`src/lcs_cfg.svh`:
```
`ifndef LCS_CFG_SVH
`define LCS_CFG_SVH

// Register offsets
`define LCS_OFS_OUT_FORMAT      8'hD2
`define LCS_OFS_LIGHT_CFG       8'hD3
`define LCS_OFS_ACT_PERIOD      8'hD4
`define LCS_OFS_NORM_PERIOD     8'hD5
`define LCS_OFS_BUS_TIMEOUT     8'hD7
`define LCS_OFS_LIGHT_DUR       8'hD8
`define LCS_OFS_TRIG_HOLD       8'hD9
`define LCS_OFS_PWM_DUTY        8'hF8
`define LCS_OFS_MOTION_TIMING   8'h95

// Field positions
`define LCS_BIT_SUPPRESS        7
`define LCS_BIT_ACTIVE_HIGH     7
`define LCS_MODE_HI             1
`define LCS_MODE_LO             0

// Reset values
`define LCS_RST_OUT_FORMAT      8'h80
`define LCS_RST_LIGHT_CFG       8'h00
`define LCS_RST_ACT_PERIOD      8'h06
`define LCS_RST_NORM_PERIOD     8'h1E
`define LCS_RST_BUS_TIMEOUT     8'h00
`define LCS_RST_LIGHT_DUR       8'h7D
`define LCS_RST_TRIG_HOLD       8'h01
`define LCS_RST_PWM_DUTY        8'h80
`define LCS_RST_MOTION_TIMING   8'h00

// Sample period codes, active then normal, for 10/20/50/100 Hz
`define LCS_ACT_10HZ            8'h06
`define LCS_ACT_20HZ            8'h02
`define LCS_ACT_50HZ            8'h01
`define LCS_ACT_100HZ           8'h00
`define LCS_NORM_10HZ           8'h1E
`define LCS_NORM_20HZ           8'h0B
`define LCS_NORM_50HZ           8'h06
`define LCS_NORM_100HZ          8'h04

// Timing: clock period, base tick, time units expressed in base ticks
`define LCS_CLK_PERIOD_NS       10
`define LCS_BASE_TICK_NS        4000000
`define LCS_MS_NS               1000000
`define LCS_LIGHT_UNIT_MS       8
`define LCS_BLOCK_UNIT_MS       260
`define LCS_HOLD_UNIT_MS        4200
`define LCS_BASE_TICK_MS        4
`define LCS_LIGHT_UNIT_TICKS    (`LCS_LIGHT_UNIT_MS / `LCS_BASE_TICK_MS)
`define LCS_BLOCK_UNIT_TICKS    (`LCS_BLOCK_UNIT_MS / `LCS_BASE_TICK_MS)
`define LCS_HOLD_UNIT_TICKS     (`LCS_HOLD_UNIT_MS / `LCS_BASE_TICK_MS)
`define LCS_PERIOD_10HZ_MS      100
`define LCS_PERIOD_20HZ_MS      50
`define LCS_PERIOD_50HZ_MS      20
`define LCS_PERIOD_100HZ_MS     10
`define LCS_PWM_TOP             8'hFE

// Bus address of the device, arbitrary value
`define LCS_BUS_ADDR            7'h44

`endif

```
`src/lcs_pkg.sv`:
```
package lcs_pkg;

    typedef enum logic [2:0] {
        LCS_ST_IDLE  = 3'b000,
        LCS_ST_ADDR  = 3'b001,
        LCS_ST_PTR   = 3'b010,
        LCS_ST_WDATA = 3'b011,
        LCS_ST_RDATA = 3'b100
    } lcs_bus_state_t;

    typedef enum logic [1:0] {
        LCS_MODE_ONOFF  = 2'b00,
        LCS_MODE_VARPWM = 2'b01,
        LCS_MODE_FIXPWM = 2'b10,
        LCS_MODE_PULSE  = 2'b11
    } lcs_mode_t;

    typedef struct packed {
        logic       en;
        logic [7:0] addr;
        logic [7:0] data;
    } lcs_wr_t;

endpackage

```
`src/lcs_top.sv`:
```
`timescale 1ns/1ns
`include "lcs_cfg.svh"

// Operation
// Suppress motion after light off when enabled
// Mode field picks on/off, PWM, pulse
// Active period code sets sampling while loaded
// Normal period code sets idle sampling rate
// Host keeps both period codes consistent
// Light and pulse last duration times 8ms
// Trigger flag holds value times 4.2s
// PWM duty equals duty byte over 255
// Suppression lasts nibble times 260ms
// Polarity bit selects active-high event output
// New motion restarts running hold timers
module lcs_top #(
    parameter int unsigned BASE_TICK_CYC = `LCS_BASE_TICK_NS / `LCS_CLK_PERIOD_NS,
    parameter int unsigned MS_CYC        = `LCS_MS_NS / `LCS_CLK_PERIOD_NS
) (
    // Clock and reset
    input  wire logic CORE_CLK,
    input  wire logic RESETN,
    // Serial register bus, open drain data
    input  wire logic SCL_IN,
    input  wire logic SDA_IN,
    output logic      SDA_OUT,
    output logic      SDA_OE,
    // Motion sensor
    input  wire logic MOTION_IN,
    output logic      SAMPLE_TICK,
    // Outputs
    output logic      EVENT_OUT,
    output logic      TRIGGER_FLAG
);
    logic [1:0] scl_s_r, sda_s_r, mot_s_r;
    logic [7:0] out_fmt_r, light_cfg_r, act_per_r, norm_per_r;
    logic [7:0] bus_to_r, light_dur_r, hold_r, duty_r, mtim_r;
    logic [31:0] base_cnt_r, ms_cnt_r;
    logic [6:0]  samp_cnt_r;
    logic [8:0]  light_cnt_r;
    logic [18:0] hold_cnt_r;
    logic [10:0] block_cnt_r;
    logic [7:0]  pwm_cnt_r;
    logic        light_on_d_r;
    logic        sda_oe_i;
    lcs_pkg::lcs_wr_t wr;
    logic [7:0] rd_addr;
    logic [7:0] rd_data;

    // Two-stage synchronisers; bus lines reset high so no false edge follows reset
    always_ff @(posedge CORE_CLK or negedge RESETN) begin
        if (!RESETN) begin
            scl_s_r <= 2'h3;
            sda_s_r <= 2'h3;
            mot_s_r <= 2'h0;
        end else begin
            scl_s_r <= {scl_s_r[0], SCL_IN};
            sda_s_r <= {sda_s_r[0], SDA_IN};
            mot_s_r <= {mot_s_r[0], MOTION_IN};
        end
    end

    lcs_i2c_slave u_bus (
        .clk     (CORE_CLK),
        .rst_n   (RESETN),
        .scl     (scl_s_r[1]),
        .sda     (sda_s_r[1]),
        .sda_oe  (sda_oe_i),
        .wr      (wr),
        .rd_addr (rd_addr),
        .rd_data (rd_data)
    );

    // Register write decode
    wire we_fmt  = wr.en & (wr.addr == `LCS_OFS_OUT_FORMAT);
    wire we_cfg  = wr.en & (wr.addr == `LCS_OFS_LIGHT_CFG);
    wire we_act  = wr.en & (wr.addr == `LCS_OFS_ACT_PERIOD);
    wire we_norm = wr.en & (wr.addr == `LCS_OFS_NORM_PERIOD);
    wire we_to   = wr.en & (wr.addr == `LCS_OFS_BUS_TIMEOUT);
    wire we_dur  = wr.en & (wr.addr == `LCS_OFS_LIGHT_DUR);
    wire we_hold = wr.en & (wr.addr == `LCS_OFS_TRIG_HOLD);
    wire we_duty = wr.en & (wr.addr == `LCS_OFS_PWM_DUTY);
    wire we_mtim = wr.en & (wr.addr == `LCS_OFS_MOTION_TIMING);

    always_ff @(posedge CORE_CLK or negedge RESETN) begin
        if (!RESETN) begin
            out_fmt_r   <= `LCS_RST_OUT_FORMAT;
            light_cfg_r <= `LCS_RST_LIGHT_CFG;
            act_per_r   <= `LCS_RST_ACT_PERIOD;
            norm_per_r  <= `LCS_RST_NORM_PERIOD;
            bus_to_r    <= `LCS_RST_BUS_TIMEOUT;
            light_dur_r <= `LCS_RST_LIGHT_DUR;
            hold_r      <= `LCS_RST_TRIG_HOLD;
            duty_r      <= `LCS_RST_PWM_DUTY;
            mtim_r      <= `LCS_RST_MOTION_TIMING;
        end else begin
            if (we_fmt)  out_fmt_r   <= wr.data;
            if (we_cfg)  light_cfg_r <= wr.data;
            if (we_act)  act_per_r   <= wr.data;
            if (we_norm) norm_per_r  <= wr.data;
            if (we_to)   bus_to_r    <= wr.data;
            if (we_dur)  light_dur_r <= wr.data;
            if (we_hold) hold_r      <= wr.data;
            if (we_duty) duty_r      <= wr.data;
            if (we_mtim) mtim_r      <= wr.data;
        end
    end

    // Read mux; unmapped addresses read zero
    assign rd_data = (rd_addr == `LCS_OFS_OUT_FORMAT)    ? out_fmt_r   :
                     (rd_addr == `LCS_OFS_LIGHT_CFG)     ? light_cfg_r :
                     (rd_addr == `LCS_OFS_ACT_PERIOD)    ? act_per_r   :
                     (rd_addr == `LCS_OFS_NORM_PERIOD)   ? norm_per_r  :
                     (rd_addr == `LCS_OFS_BUS_TIMEOUT)   ? bus_to_r    :
                     (rd_addr == `LCS_OFS_LIGHT_DUR)     ? light_dur_r :
                     (rd_addr == `LCS_OFS_TRIG_HOLD)     ? hold_r      :
                     (rd_addr == `LCS_OFS_PWM_DUTY)      ? duty_r      :
                     (rd_addr == `LCS_OFS_MOTION_TIMING) ? mtim_r      : 8'h00;

    // Time bases
    wire base_tick = (base_cnt_r == BASE_TICK_CYC - 1);
    wire ms_tick   = (ms_cnt_r == MS_CYC - 1);
    wire light_on  = (light_cnt_r != 9'h000);
    wire blocked   = (block_cnt_r != 11'h000);

    // active code used while the load is on
    wire [7:0] act_code = act_per_r;
    // normal code used otherwise
    wire [7:0] norm_code = norm_per_r;
    wire [6:0] act_ms  = (act_code == `LCS_ACT_100HZ) ? 7'(`LCS_PERIOD_100HZ_MS) :
                         (act_code == `LCS_ACT_50HZ)  ? 7'(`LCS_PERIOD_50HZ_MS)  :
                         (act_code == `LCS_ACT_20HZ)  ? 7'(`LCS_PERIOD_20HZ_MS)  :
                                                        7'(`LCS_PERIOD_10HZ_MS);
    wire [6:0] norm_ms = (norm_code == `LCS_NORM_100HZ) ? 7'(`LCS_PERIOD_100HZ_MS) :
                         (norm_code == `LCS_NORM_50HZ)  ? 7'(`LCS_PERIOD_50HZ_MS)  :
                         (norm_code == `LCS_NORM_20HZ)  ? 7'(`LCS_PERIOD_20HZ_MS)  :
                                                          7'(`LCS_PERIOD_10HZ_MS);
    wire [6:0] period_ms = light_on ? act_ms : norm_ms;
    wire samp_now = ms_tick & (samp_cnt_r >= period_ms - 7'h01);

    // motion accepted only outside the suppression window
    wire motion_evt = samp_now & mot_s_r[1] & ~blocked;

    // a zero hold value behaves as one unit
    wire [7:0]  hold_eff  = (hold_r == 8'h00) ? 8'h01 : hold_r;
    // hold length in base ticks
    wire [18:0] hold_load = 19'(hold_eff) * 19'(`LCS_HOLD_UNIT_TICKS);
    // light length in base ticks
    wire [8:0]  light_load = 9'(light_dur_r) * 9'(`LCS_LIGHT_UNIT_TICKS);
    // suppression length in base ticks
    wire [10:0] block_load = 11'(mtim_r[7:4]) * 11'(`LCS_BLOCK_UNIT_TICKS);
    wire light_off_edge = light_on_d_r & ~light_on;

    always_ff @(posedge CORE_CLK or negedge RESETN) begin
        if (!RESETN) begin
            base_cnt_r <= 32'h0;
            ms_cnt_r   <= 32'h0;
            samp_cnt_r <= 7'h00;
            SAMPLE_TICK <= 1'b0;
        end else begin
            base_cnt_r  <= base_tick ? 32'h0 : base_cnt_r + 32'h1;
            ms_cnt_r    <= ms_tick ? 32'h0 : ms_cnt_r + 32'h1;
            SAMPLE_TICK <= samp_now;
            if (samp_now) begin
                samp_cnt_r <= 7'h00;
            end else if (ms_tick) begin
                samp_cnt_r <= samp_cnt_r + 7'h01;
            end
        end
    end

    always_ff @(posedge CORE_CLK or negedge RESETN) begin
        if (!RESETN) begin
            light_cnt_r  <= 9'h000;
            hold_cnt_r   <= 19'h00000;
            block_cnt_r  <= 11'h000;
            light_on_d_r <= 1'b0;
        end else begin
            light_on_d_r <= light_on;
            // motion reloads running timers
            if (motion_evt) begin
                light_cnt_r <= light_load;
                hold_cnt_r  <= hold_load;
            end else if (base_tick) begin
                if (light_on) light_cnt_r <= light_cnt_r - 9'h001;
                if (hold_cnt_r != 19'h00000) hold_cnt_r <= hold_cnt_r - 19'h00001;
            end
            // suppression armed when light goes off
            if (light_off_edge && light_cfg_r[`LCS_BIT_SUPPRESS]) begin
                block_cnt_r <= block_load;
            end else if (base_tick && blocked) begin
                block_cnt_r <= block_cnt_r - 11'h001;
            end
        end
    end

    // PWM counter runs 0..254, so high time is duty/255
    wire pwm_level = (pwm_cnt_r < duty_r);
    wire trig_on   = (hold_cnt_r != 19'h00000);
    lcs_pkg::lcs_mode_t mode;
    assign mode = lcs_pkg::lcs_mode_t'(light_cfg_r[`LCS_MODE_HI:`LCS_MODE_LO]);

    // drive style by mode; varied PWM shares the fixed PWM shape
    logic drive;
    always_comb begin
        case (mode)
            lcs_pkg::LCS_MODE_ONOFF:  drive = trig_on;
            lcs_pkg::LCS_MODE_VARPWM: drive = trig_on & pwm_level;
            lcs_pkg::LCS_MODE_FIXPWM: drive = trig_on & pwm_level;
            lcs_pkg::LCS_MODE_PULSE:  drive = light_on;
            default:                  drive = 1'b0;
        endcase
    end

    always_ff @(posedge CORE_CLK or negedge RESETN) begin
        if (!RESETN) begin
            pwm_cnt_r    <= 8'h00;
            EVENT_OUT    <= 1'b0;
            TRIGGER_FLAG <= 1'b0;
            SDA_OUT      <= 1'b0;
            SDA_OE       <= 1'b0;
        end else begin
            pwm_cnt_r    <= (pwm_cnt_r == `LCS_PWM_TOP) ? 8'h00 : pwm_cnt_r + 8'h01;
            // polarity applied last
            EVENT_OUT    <= drive ^ ~out_fmt_r[`LCS_BIT_ACTIVE_HIGH];
            // flag stands for the whole hold time
            TRIGGER_FLAG <= trig_on;
            SDA_OUT      <= 1'b0;
            SDA_OE       <= sda_oe_i;
        end
    end
endmodule

```
`src/lcs_i2c_slave.sv`:
```
`timescale 1ns/1ns
`include "lcs_cfg.svh"

module lcs_i2c_slave (
    // Clock and reset
    input  wire logic            clk,
    input  wire logic            rst_n,
    // Synchronised bus lines
    input  wire logic            scl,
    input  wire logic            sda,
    output logic                 sda_oe,
    // Register access
    output lcs_pkg::lcs_wr_t     wr,
    output logic [7:0]           rd_addr,
    input  wire logic [7:0]      rd_data
);
    lcs_pkg::lcs_bus_state_t st_r;
    logic [3:0] bcnt_r;
    logic [7:0] sh_r;
    logic [7:0] tx_r;
    logic [7:0] ptr_r;
    logic       scl_d_r;
    logic       sda_d_r;

    wire scl_rise  = scl & ~scl_d_r;
    wire scl_fall  = ~scl & scl_d_r;
    wire start_det = scl & scl_d_r & sda_d_r & ~sda;
    wire stop_det  = scl & scl_d_r & ~sda_d_r & sda;
    wire byte_done = scl_fall & (bcnt_r == 4'h7);
    wire ack_done  = scl_fall & (bcnt_r == 4'h8);
    wire addr_hit  = (sh_r[7:1] == `LCS_BUS_ADDR);

    assign rd_addr = ptr_r;

    always_ff @(posedge clk or negedge rst_n) begin
        if (!rst_n) begin
            scl_d_r <= 1'b1;
            sda_d_r <= 1'b1;
        end else begin
            scl_d_r <= scl;
            sda_d_r <= sda;
        end
    end

    always_ff @(posedge clk or negedge rst_n) begin
        if (!rst_n) begin
            st_r   <= lcs_pkg::LCS_ST_IDLE;
            bcnt_r <= 4'h0;
            sh_r   <= 8'h00;
            tx_r   <= 8'h00;
            ptr_r  <= 8'h00;
            sda_oe <= 1'b0;
            wr     <= '0;
        end else begin
            wr.en <= 1'b0;
            if (start_det) begin
                st_r   <= lcs_pkg::LCS_ST_ADDR;
                // The clock fall that closes a start carries no bit
                bcnt_r <= 4'hF;
                sda_oe <= 1'b0;
            end else if (stop_det) begin
                st_r   <= lcs_pkg::LCS_ST_IDLE;
                sda_oe <= 1'b0;
            end else if (st_r != lcs_pkg::LCS_ST_IDLE) begin
                if (scl_rise && bcnt_r < 4'h8) begin
                    sh_r <= {sh_r[6:0], sda};
                end
                // Master NACK ends a read burst
                if (scl_rise && bcnt_r == 4'h8 && st_r == lcs_pkg::LCS_ST_RDATA && sda) begin
                    st_r <= lcs_pkg::LCS_ST_IDLE;
                end
                if (byte_done) begin
                    bcnt_r <= 4'h8;
                    sda_oe <= 1'b1;
                    case (st_r)
                        lcs_pkg::LCS_ST_ADDR: begin
                            if (!addr_hit) begin
                                st_r   <= lcs_pkg::LCS_ST_IDLE;
                                sda_oe <= 1'b0;
                            end
                        end
                        lcs_pkg::LCS_ST_PTR: begin
                            ptr_r <= sh_r;
                        end
                        lcs_pkg::LCS_ST_WDATA: begin
                            wr    <= '{en: 1'b1, addr: ptr_r, data: sh_r};
                            ptr_r <= ptr_r + 8'h01;
                        end
                        default: begin
                            sda_oe <= 1'b0;
                        end
                    endcase
                end else if (ack_done) begin
                    bcnt_r <= 4'h0;
                    sda_oe <= 1'b0;
                    case (st_r)
                        lcs_pkg::LCS_ST_ADDR: begin
                            if (sh_r[0]) begin
                                st_r   <= lcs_pkg::LCS_ST_RDATA;
                                tx_r   <= rd_data;
                                sda_oe <= ~rd_data[7];
                                ptr_r  <= ptr_r + 8'h01;
                            end else begin
                                st_r <= lcs_pkg::LCS_ST_PTR;
                            end
                        end
                        lcs_pkg::LCS_ST_PTR: begin
                            st_r <= lcs_pkg::LCS_ST_WDATA;
                        end
                        lcs_pkg::LCS_ST_RDATA: begin
                            tx_r   <= rd_data;
                            sda_oe <= ~rd_data[7];
                            ptr_r  <= ptr_r + 8'h01;
                        end
                        default: begin
                            st_r <= st_r;
                        end
                    endcase
                end else if (scl_fall && bcnt_r == 4'hF) begin
                    bcnt_r <= 4'h0;
                end else if (scl_fall && bcnt_r < 4'h7) begin
                    bcnt_r <= bcnt_r + 4'h1;
                    if (st_r == lcs_pkg::LCS_ST_RDATA) begin
                        tx_r   <= {tx_r[6:0], 1'b0};
                        sda_oe <= ~tx_r[6];
                    end
                end
            end
        end
    end
endmodule

```
`config.mk`:
```
export PLATFORM = sky130hd
export DESIGN_NAME = lcs_top
export DESIGN_NICKNAME = d
export VERILOG_FILES = /design/src/lcs_pkg.sv /design/src/lcs_top.sv /design/src/lcs_i2c_slave.sv
export VERILOG_INCLUDE_DIRS = /design/src
export SDC_FILE = /design/constraint.sdc
export NUM_CORES = 1
export LEC_CHECK = 0
export ABC_AREA = 1
export BUFFER_PORTS_ARGS = -buffer_cell sky130_fd_sc_hd__buf_2
export CAP_MARGIN = 20
export CORE_MARGIN = 2
export CORE_UTILIZATION = 50
export CTS_BUF_LIST = sky130_fd_sc_hd__clkbuf_16
export DETAILED_ROUTE_END_ITERATION = 7
export GPL_TIMING_DRIVEN = 0
export PLACE_DENSITY = 0.67
export SYNTH_ARGS = -nofsm -noshare
export SYNTH_HDL_FRONTEND = slang
export SYNTH_HIERARCHICAL = 1
export SYNTH_SLANG_ARGS = --single-unit
```
`constraint.sdc`:
```
create_clock -name CORE_CLK -period 4.7 [get_ports CORE_CLK]
set_clock_uncertainty 0.15 [all_clocks]
set_input_delay 0.235 -clock CORE_CLK [delete_from_list [all_inputs] [get_ports CORE_CLK]]
set_output_delay 0.235 -clock CORE_CLK [all_outputs]
set_load 0.05 [all_outputs]
```
# After elaboration in Yosys (flattened, before gate mapping)
# Index checks and enable logic that the tools add are counted.
[totals] reg_bits=251 mem_bits_rw=0 rom_bits=0 n_memories=0 in_bits=5 latch_bits=0
[op_classes] bitwise_logic=36 div=0 muxes=76 n_eq_ne=44 shift=0 add_sub_neg=10 order_cmp=4 multipliers=2 n_reduce_logical=41
[op_table] operator="equality test 8 bit, second input constant" count=19
[op_table] operator="two-way mux 8 bit" count=14
[op_table] operator="two-way mux 7 bit" count=14
[op_table] operator="two-way mux 17 bit" count=5
[op_table] operator="adder 32 x 1 -> 32 bit, second input constant" count=2
[op_table] operator="two-way mux 32 bit" count=2
[op_table] operator="two-way mux 19 bit" count=3
[op_table] operator="equality test 32 x 17 -> 1 bit, second input constant" count=1
[op_table] operator="equality test 32 x 19 -> 1 bit, second input constant" count=1
[op_table] operator="case mux 8 bit (2 select lines)" count=2
[op_table] operator="two-way mux 4 bit" count=7
[op_table] operator="two-way mux 3 bit" count=9
[op_table] operator="two-way mux 9 bit" count=3
[op_table] operator="bitwise AND 1 bit" count=23
[op_table] operator="two-way mux 11 bit" count=2
[op_table] operator="nonzero test 2 bit" count=10
[op_table] operator="nonzero test 19 bit" count=1
[op_table] operator="subtractor 19 x 1 -> 19 bit, second input constant" count=1
[op_table] operator="multiplier 8 x 10 -> 18 bit, second input constant" count=1
[op_table] operator="adder 8 x 1 -> 8 bit, second input constant" count=2
[op_table] operator="equality test 8 x 3 -> 1 bit, second input constant" count=2
[op_table] operator="zero test 8 bit" count=2
[op_table] operator="nonzero test 5 bit" count=3
[op_table] operator="case mux 7 bit (2 select lines)" count=1
[op_table] operator="45 further kinds" count=83

# Logic depth before layout (Yosys ltp)
[logic_depth] word_depth=18 mapped_depth=23 mapped_depth_nobuf=23

# Modules after synthesis
# The synthesis kept the hierarchy.
[by_module_without_submodules] module="lcs_top" area_each_um2=12675.9 seq_area_each_um2=5053.6 n_inst=1 cells_per_inst=1730
[by_module_without_submodules] module="lcs_i2c_slave" area_each_um2=2726.4 seq_area_each_um2=1253.7 n_inst=1 cells_per_inst=368

# Least setup slack after synthesis
# Ideal clock, no wire load.
[synth_path] kind="register -> register" startpoint="register hold_r[6]" endpoint="register hold_cnt_r[17]" setup_ps=116 period_less_slack_ps=3743 arrival_ps=3476 path_slack_ps=957 t_required_ps=4434 stages_incl_launch_ff=20 path_cell_list="dfrtp_1 inv_1 ha_1 nand4_1 nand2_1 inv_1 ha_1 ha_1 fa_1 ha_1 ha_1 nand2_1 o21ai_0 nand3_1 nand4_1 nand2_1 nand2_1 nand2_1 nand2_1 nand2_1"
[synth_between] elab_chain_cells=4
[synth_rtl] item="start, declared" line="lcs_top.sv:37" source="logic [7:0] bus_to_r, light_dur_r, hold_r, duty_r, mtim_r;"
[synth_rtl] item="start signal, assigned" line="lcs_top.sv:93" source="hold_r <= `LCS_RST_TRIG_HOLD;"
[synth_rtl] item="start signal, assigned" line="lcs_top.sv:103" source="if (we_hold) hold_r <= wr.data;"
[synth_rtl] item="zero test 8 bit" line="lcs_top.sv:145" source="wire [7:0] hold_eff = (hold_r == 8'h00) ? 8'h01 : hold_r;"
[synth_rtl] item="two-way mux 8 bit (*)" line="lcs_top.sv:145"
[synth_rtl] item="multiplier 8 x 10 -> 18 bit (*)" line="lcs_top.sv:147" source="wire [18:0] hold_load = 19'(hold_eff) * 19'(`LCS_HOLD_UNIT_TICKS);"
[synth_rtl] item="two-way mux 19 bit (*)" line="lcs_top.sv:181" source="if (motion_evt) begin"
[synth_rtl] item="end signal, assigned" line="lcs_top.sv:183" source="hold_cnt_r <= hold_load;"
[synth_rtl] item="end signal, assigned" line="lcs_top.sv:186" source="if (hold_cnt_r != 19'h00000) hold_cnt_r <= hold_cnt_r - 19'h00001;"
[synth_rtl] item="end, declared" line="lcs_top.sv:41" source="logic [18:0] hold_cnt_r;"
# Mark *: on every way between the ends. The rest lies on a longest branch, timed or not.
# A chain may end at the register's enable or synchronous reset.

# Final worst setup path
# Ends and elaborated chain as after synthesis.

==> reports/metrics.yaml <==
global_routing:
  grtUsageTotal: 0.236
  grt_max_degree: 111
  overflow: 0
  grt_pass1_wl_mm: 64.1
  antenna_found_initial: 0
  grt_pass1_vias: 13200
synth:
  syn-cell-area_um2: 15400
  syn_inst: 2098
  synth_simple_gate_area_share: 0.327
  synth_top_family_by_area: "simple AND/OR/NAND/NOR gates"
  synth-compound-area-share: 0.0764
  yosysSeqAreaShare: 0.410
  yosys_warnings: 6
  synthAdderAreaFrac: 0.0606
  ys_types: 51
  ys_ff_latch: 251
  synth_edf_count: 0
  syn_nets: 2174
  synth-main-ff-cell: "dfrtp_1"
  synthMuxAreaShare: 0
  synth_area_per_cell_um2: 7.34
  synth-xor-area-share: 0.0449
  async_flop_share: 1.00
power:
  internal_power_mw: 3.84
  netSwitchingPower_mw: 1.37
  p_seq_frac: 0.445
  power_frac_comb: 0.102
  total_power_mw: 5.21
  p_clk_frac: 0.453
  p_leak_nw: 8.26
  p_sw_frac: 0.263
  p_per_area_nw_per_um2: 306
  ir_drop_v: 0.000340
placement:
  place.gp.congestion: 0.942
  pre_cts_ws_ns: 0.362
  dpl_cell_area_um2: 16000
  dpl.hpwl_mm: 28.1
  portBuffers: 8
sta:
  slew_headroom: 0.335
  period_needed_ns: 4.34
  max_freq_mhz: 230
  grt_setup_unrepaired: "false"
  fin_setup_tns_ns: 0
  final_max_slew_viol_count: 0
  fin_crit_sh: 0.924
  hold_viol_final: 0
  setup_viol: 0
  setup_ws_ns: 0.359
  worstMarginPinSlew_ns: 0.989
floorplan:
  die_w_um: 180
  io_pins: 10
  die_area_um2: 32200
  start_util: 0.506
  core_area_um2: 30400
  fp.dieH_um: 180
  std_cell_rows: 64
setup_path:
  required_ns: 5.04
  worstPathMaxFanout: 6
  crit_type: "reg -> reg"
  cp-start-kind: "flop"
  cp_data_arrival_time_ns: 4.68
  cp-end-kind: "flop"
finish:
  final_core_util: 0.560
  drive_above_1_share: 0.0665
  syn2layout_area_growth_pct: 10.6
  nFillCells: 2868
  antenna_cells: 0
  layout.nets: 2220
  final_cell_area_um2: 17000
cts:
  cts_resized: 0
  post-cts-setup-buffer-count: 0
  clock_latency_ns: 0.57
  cts.sinks: 251
  htree_levels: 1
  cts_root_buffer: "clkbuf_16"
  cts_tree: "built"
  clk_path_buf_depth: 3
  cts_hold_buf: 4
  cts.clk_slew.worst_paths_ns: 0.06
  numCtsBuffers: 29
drt:
  remaining_drc_errors: 0
  vias: 13500
  drtIter0Drc: 1019
  wl_mm: 37.9
  drtPass1Iterations: 6
  vias_per_cell: 5.28
  ant_nets: 0
  wl_per_cell_um: 14.8
job:
  max-cap-violations: 0
worst_hold_path:
  hp-class: "in -> async"
status:
  status: "completed"
-- kinds of logic (layout without fill, tap and decap cells) --
kind of cell | Yosys count | count (layout)
xor gates and xnor gates | 79 | 79
other | 2 | 2
buffers and inverters | 315 | 384
and+or+nand+nor | 1156 | 1156
AOI/OAI and AO/OA | 224 | 224
DFF | 251 | 251
adders and majority gates | 71 | 71
-- layer usage --
layer  vias up  part of all wire  global-route usage  routed length, um
li1       6828                 -                   -                  -
met1      6284              0.46               0.319              17400
met2       343              0.47               0.403              17800
met3        82             0.037              0.0190               1420
met4         0             0.034              0.0777               1280
met5         -                 0                   0                  0
-- area by class of cell --
class	count	area, um^2	area share
Clock inverter	25	267	0.0156
Tap cell	396	495	0.0291
Timing Repair Buffer	15	150	0.00881
Sequential cell	251	6310	0.370
Inverter	279	1050	0.0615
Buffer	36	204	0.0120
Multi-Input combinational cell	1532	7840	0.460
Clock buffer	29	726	0.0426
-- cell usage in the layout (no fill, tap or decap), types with 15 or more instances in the layout --
cell type and instances:
o21ai_0 146, nor3_1 63, nand2_1 619, xor2_1 57, clkbuf_1 16, nand3_1 116, nand4_1 61, dfrtp_1 230
buf_2 18, o21ai_1 15, ha_1 65, nor2_1 230, dfstp_2 21, a21oi_1 43, inv_1 275, xnor2_1 22
clkbuf_16 29
-- power groups by stage --
stage	clock network (mW)	logic (mW)	registers (mW)
floorplan	0	0.345	2.35
global placement	0	0.509	2.35
detailed placement	0	0.519	2.35
CTS	2.41	0.529	2.32
global route	2.49	0.607	2.33
finish	2.36	0.531	2.32
-- path summary, 6_finish.rpt --
| check | start | endpoint | slack (ns) | cells past startpoint |
|---|---|---|---|---|
| worst min register to register | mot_s_r[0] | mot_s_r[1] | 0.20 | 0 |
| worst max-delay path | hold_r[6] | hold_cnt_r[17] | 0.36 | 20 |
| min in group CORE_CLK | SDA_IN | sda_s_r[0] | 0.16 | 2 |
| max in group asynchronous | RESETN | light_dur_r[4] | 3.46 | 3 |
| worst max register to register | hold_r[6] | hold_cnt_r[17] | 0.36 | 20 |
| worst min-delay path | RESETN | ms_cnt_r[26] | 0.04 | 2 |
-- worst max-delay path, stage by stage (launching register included) --
cell and delay (ns):
dfrtp_1 0.42, inv_1 0.15, ha_1 0.17, nand4_1 0.26, nand2_1 0.20, inv_1 0.09, ha_1 0.29, ha_1 0.30
fa_1 0.49, ha_1 0.32, ha_1 0.35, nand2_1 0.10, o21ai_0 0.38, nand3_1 0.17, nand3_1 0.12, nand2_1 0.06
nand2_1 0.08, nand2_1 0.06, nand2_1 0.05, nand2_1 0.04, nand2_1 0.05
-- synthesized netlist by cell type (all sizes together) (2+ instances only) --
master / count / area [um^2]
nor3: 68 / 372
clkbuf: 16 / 60.1
nand3: 123 / 658
o31ai: 2 / 15.0
and2: 3 / 18.8
conb: 2 / 7.51
dfrtp: 230 / 5760
o21bai: 3 / 22.5
a21oi: 43 / 215
nor4: 14 / 109
nand3b: 4 / 30.0
a31oi: 2 / 12.5
or2: 4 / 25.0
ha: 65 / 813
nand4: 62 / 403
o21ai: 166 / 850
nand2: 624 / 2360
nor3b: 7 / 52.6
nor2: 244 / 986
dfstp: 21 / 552
xnor2: 22 / 193
fa: 6 / 120
o21a: 3 / 22.5
and3: 2 / 12.5
xor2: 57 / 499
inv: 279 / 1050
buf: 20 / 144
-- per-stage QoR --
step | hold WS (ns) | instances
6_report | 0.0404 | 2563
5_1_grt | 0.109 | 2563
4_1_cts | 0.0642 | 2563
3_5_place_dp | 0.0502 | 2505
3_3_place_gp | 0.191 | 2502
2_1_floorplan | -0.211 | 2098
-- sequential cells by signal (all words and copies together), names as in the netlist, 3 cells and up --
| name | cells |
|---|---|
| base_cnt_r | 32 |
| ms_cnt_r | 32 |
| hold_cnt_r | 19 |
| u_bus/wr | 17 |
| block_cnt_r | 11 |
| light_cnt_r | 9 |
| act_code | 8 |
| bus_to_r | 8 |
| duty_r | 8 |
| hold_r | 8 |
| light_cfg_r | 8 |
| light_dur_r | 8 |
| mtim_r | 8 |
| norm_code | 8 |
| out_fmt_r | 8 |
| pwm_cnt_r | 8 |
| u_bus/rd_addr | 8 |
| u_bus/sh_r | 8 |
| samp_cnt_r | 7 |
| u_bus/tx_r | 7 |
| u_bus/bcnt_r | 4 |
| u_bus/st_r | 3 |
No activity file was read; power rests on OpenSTA's default activity.
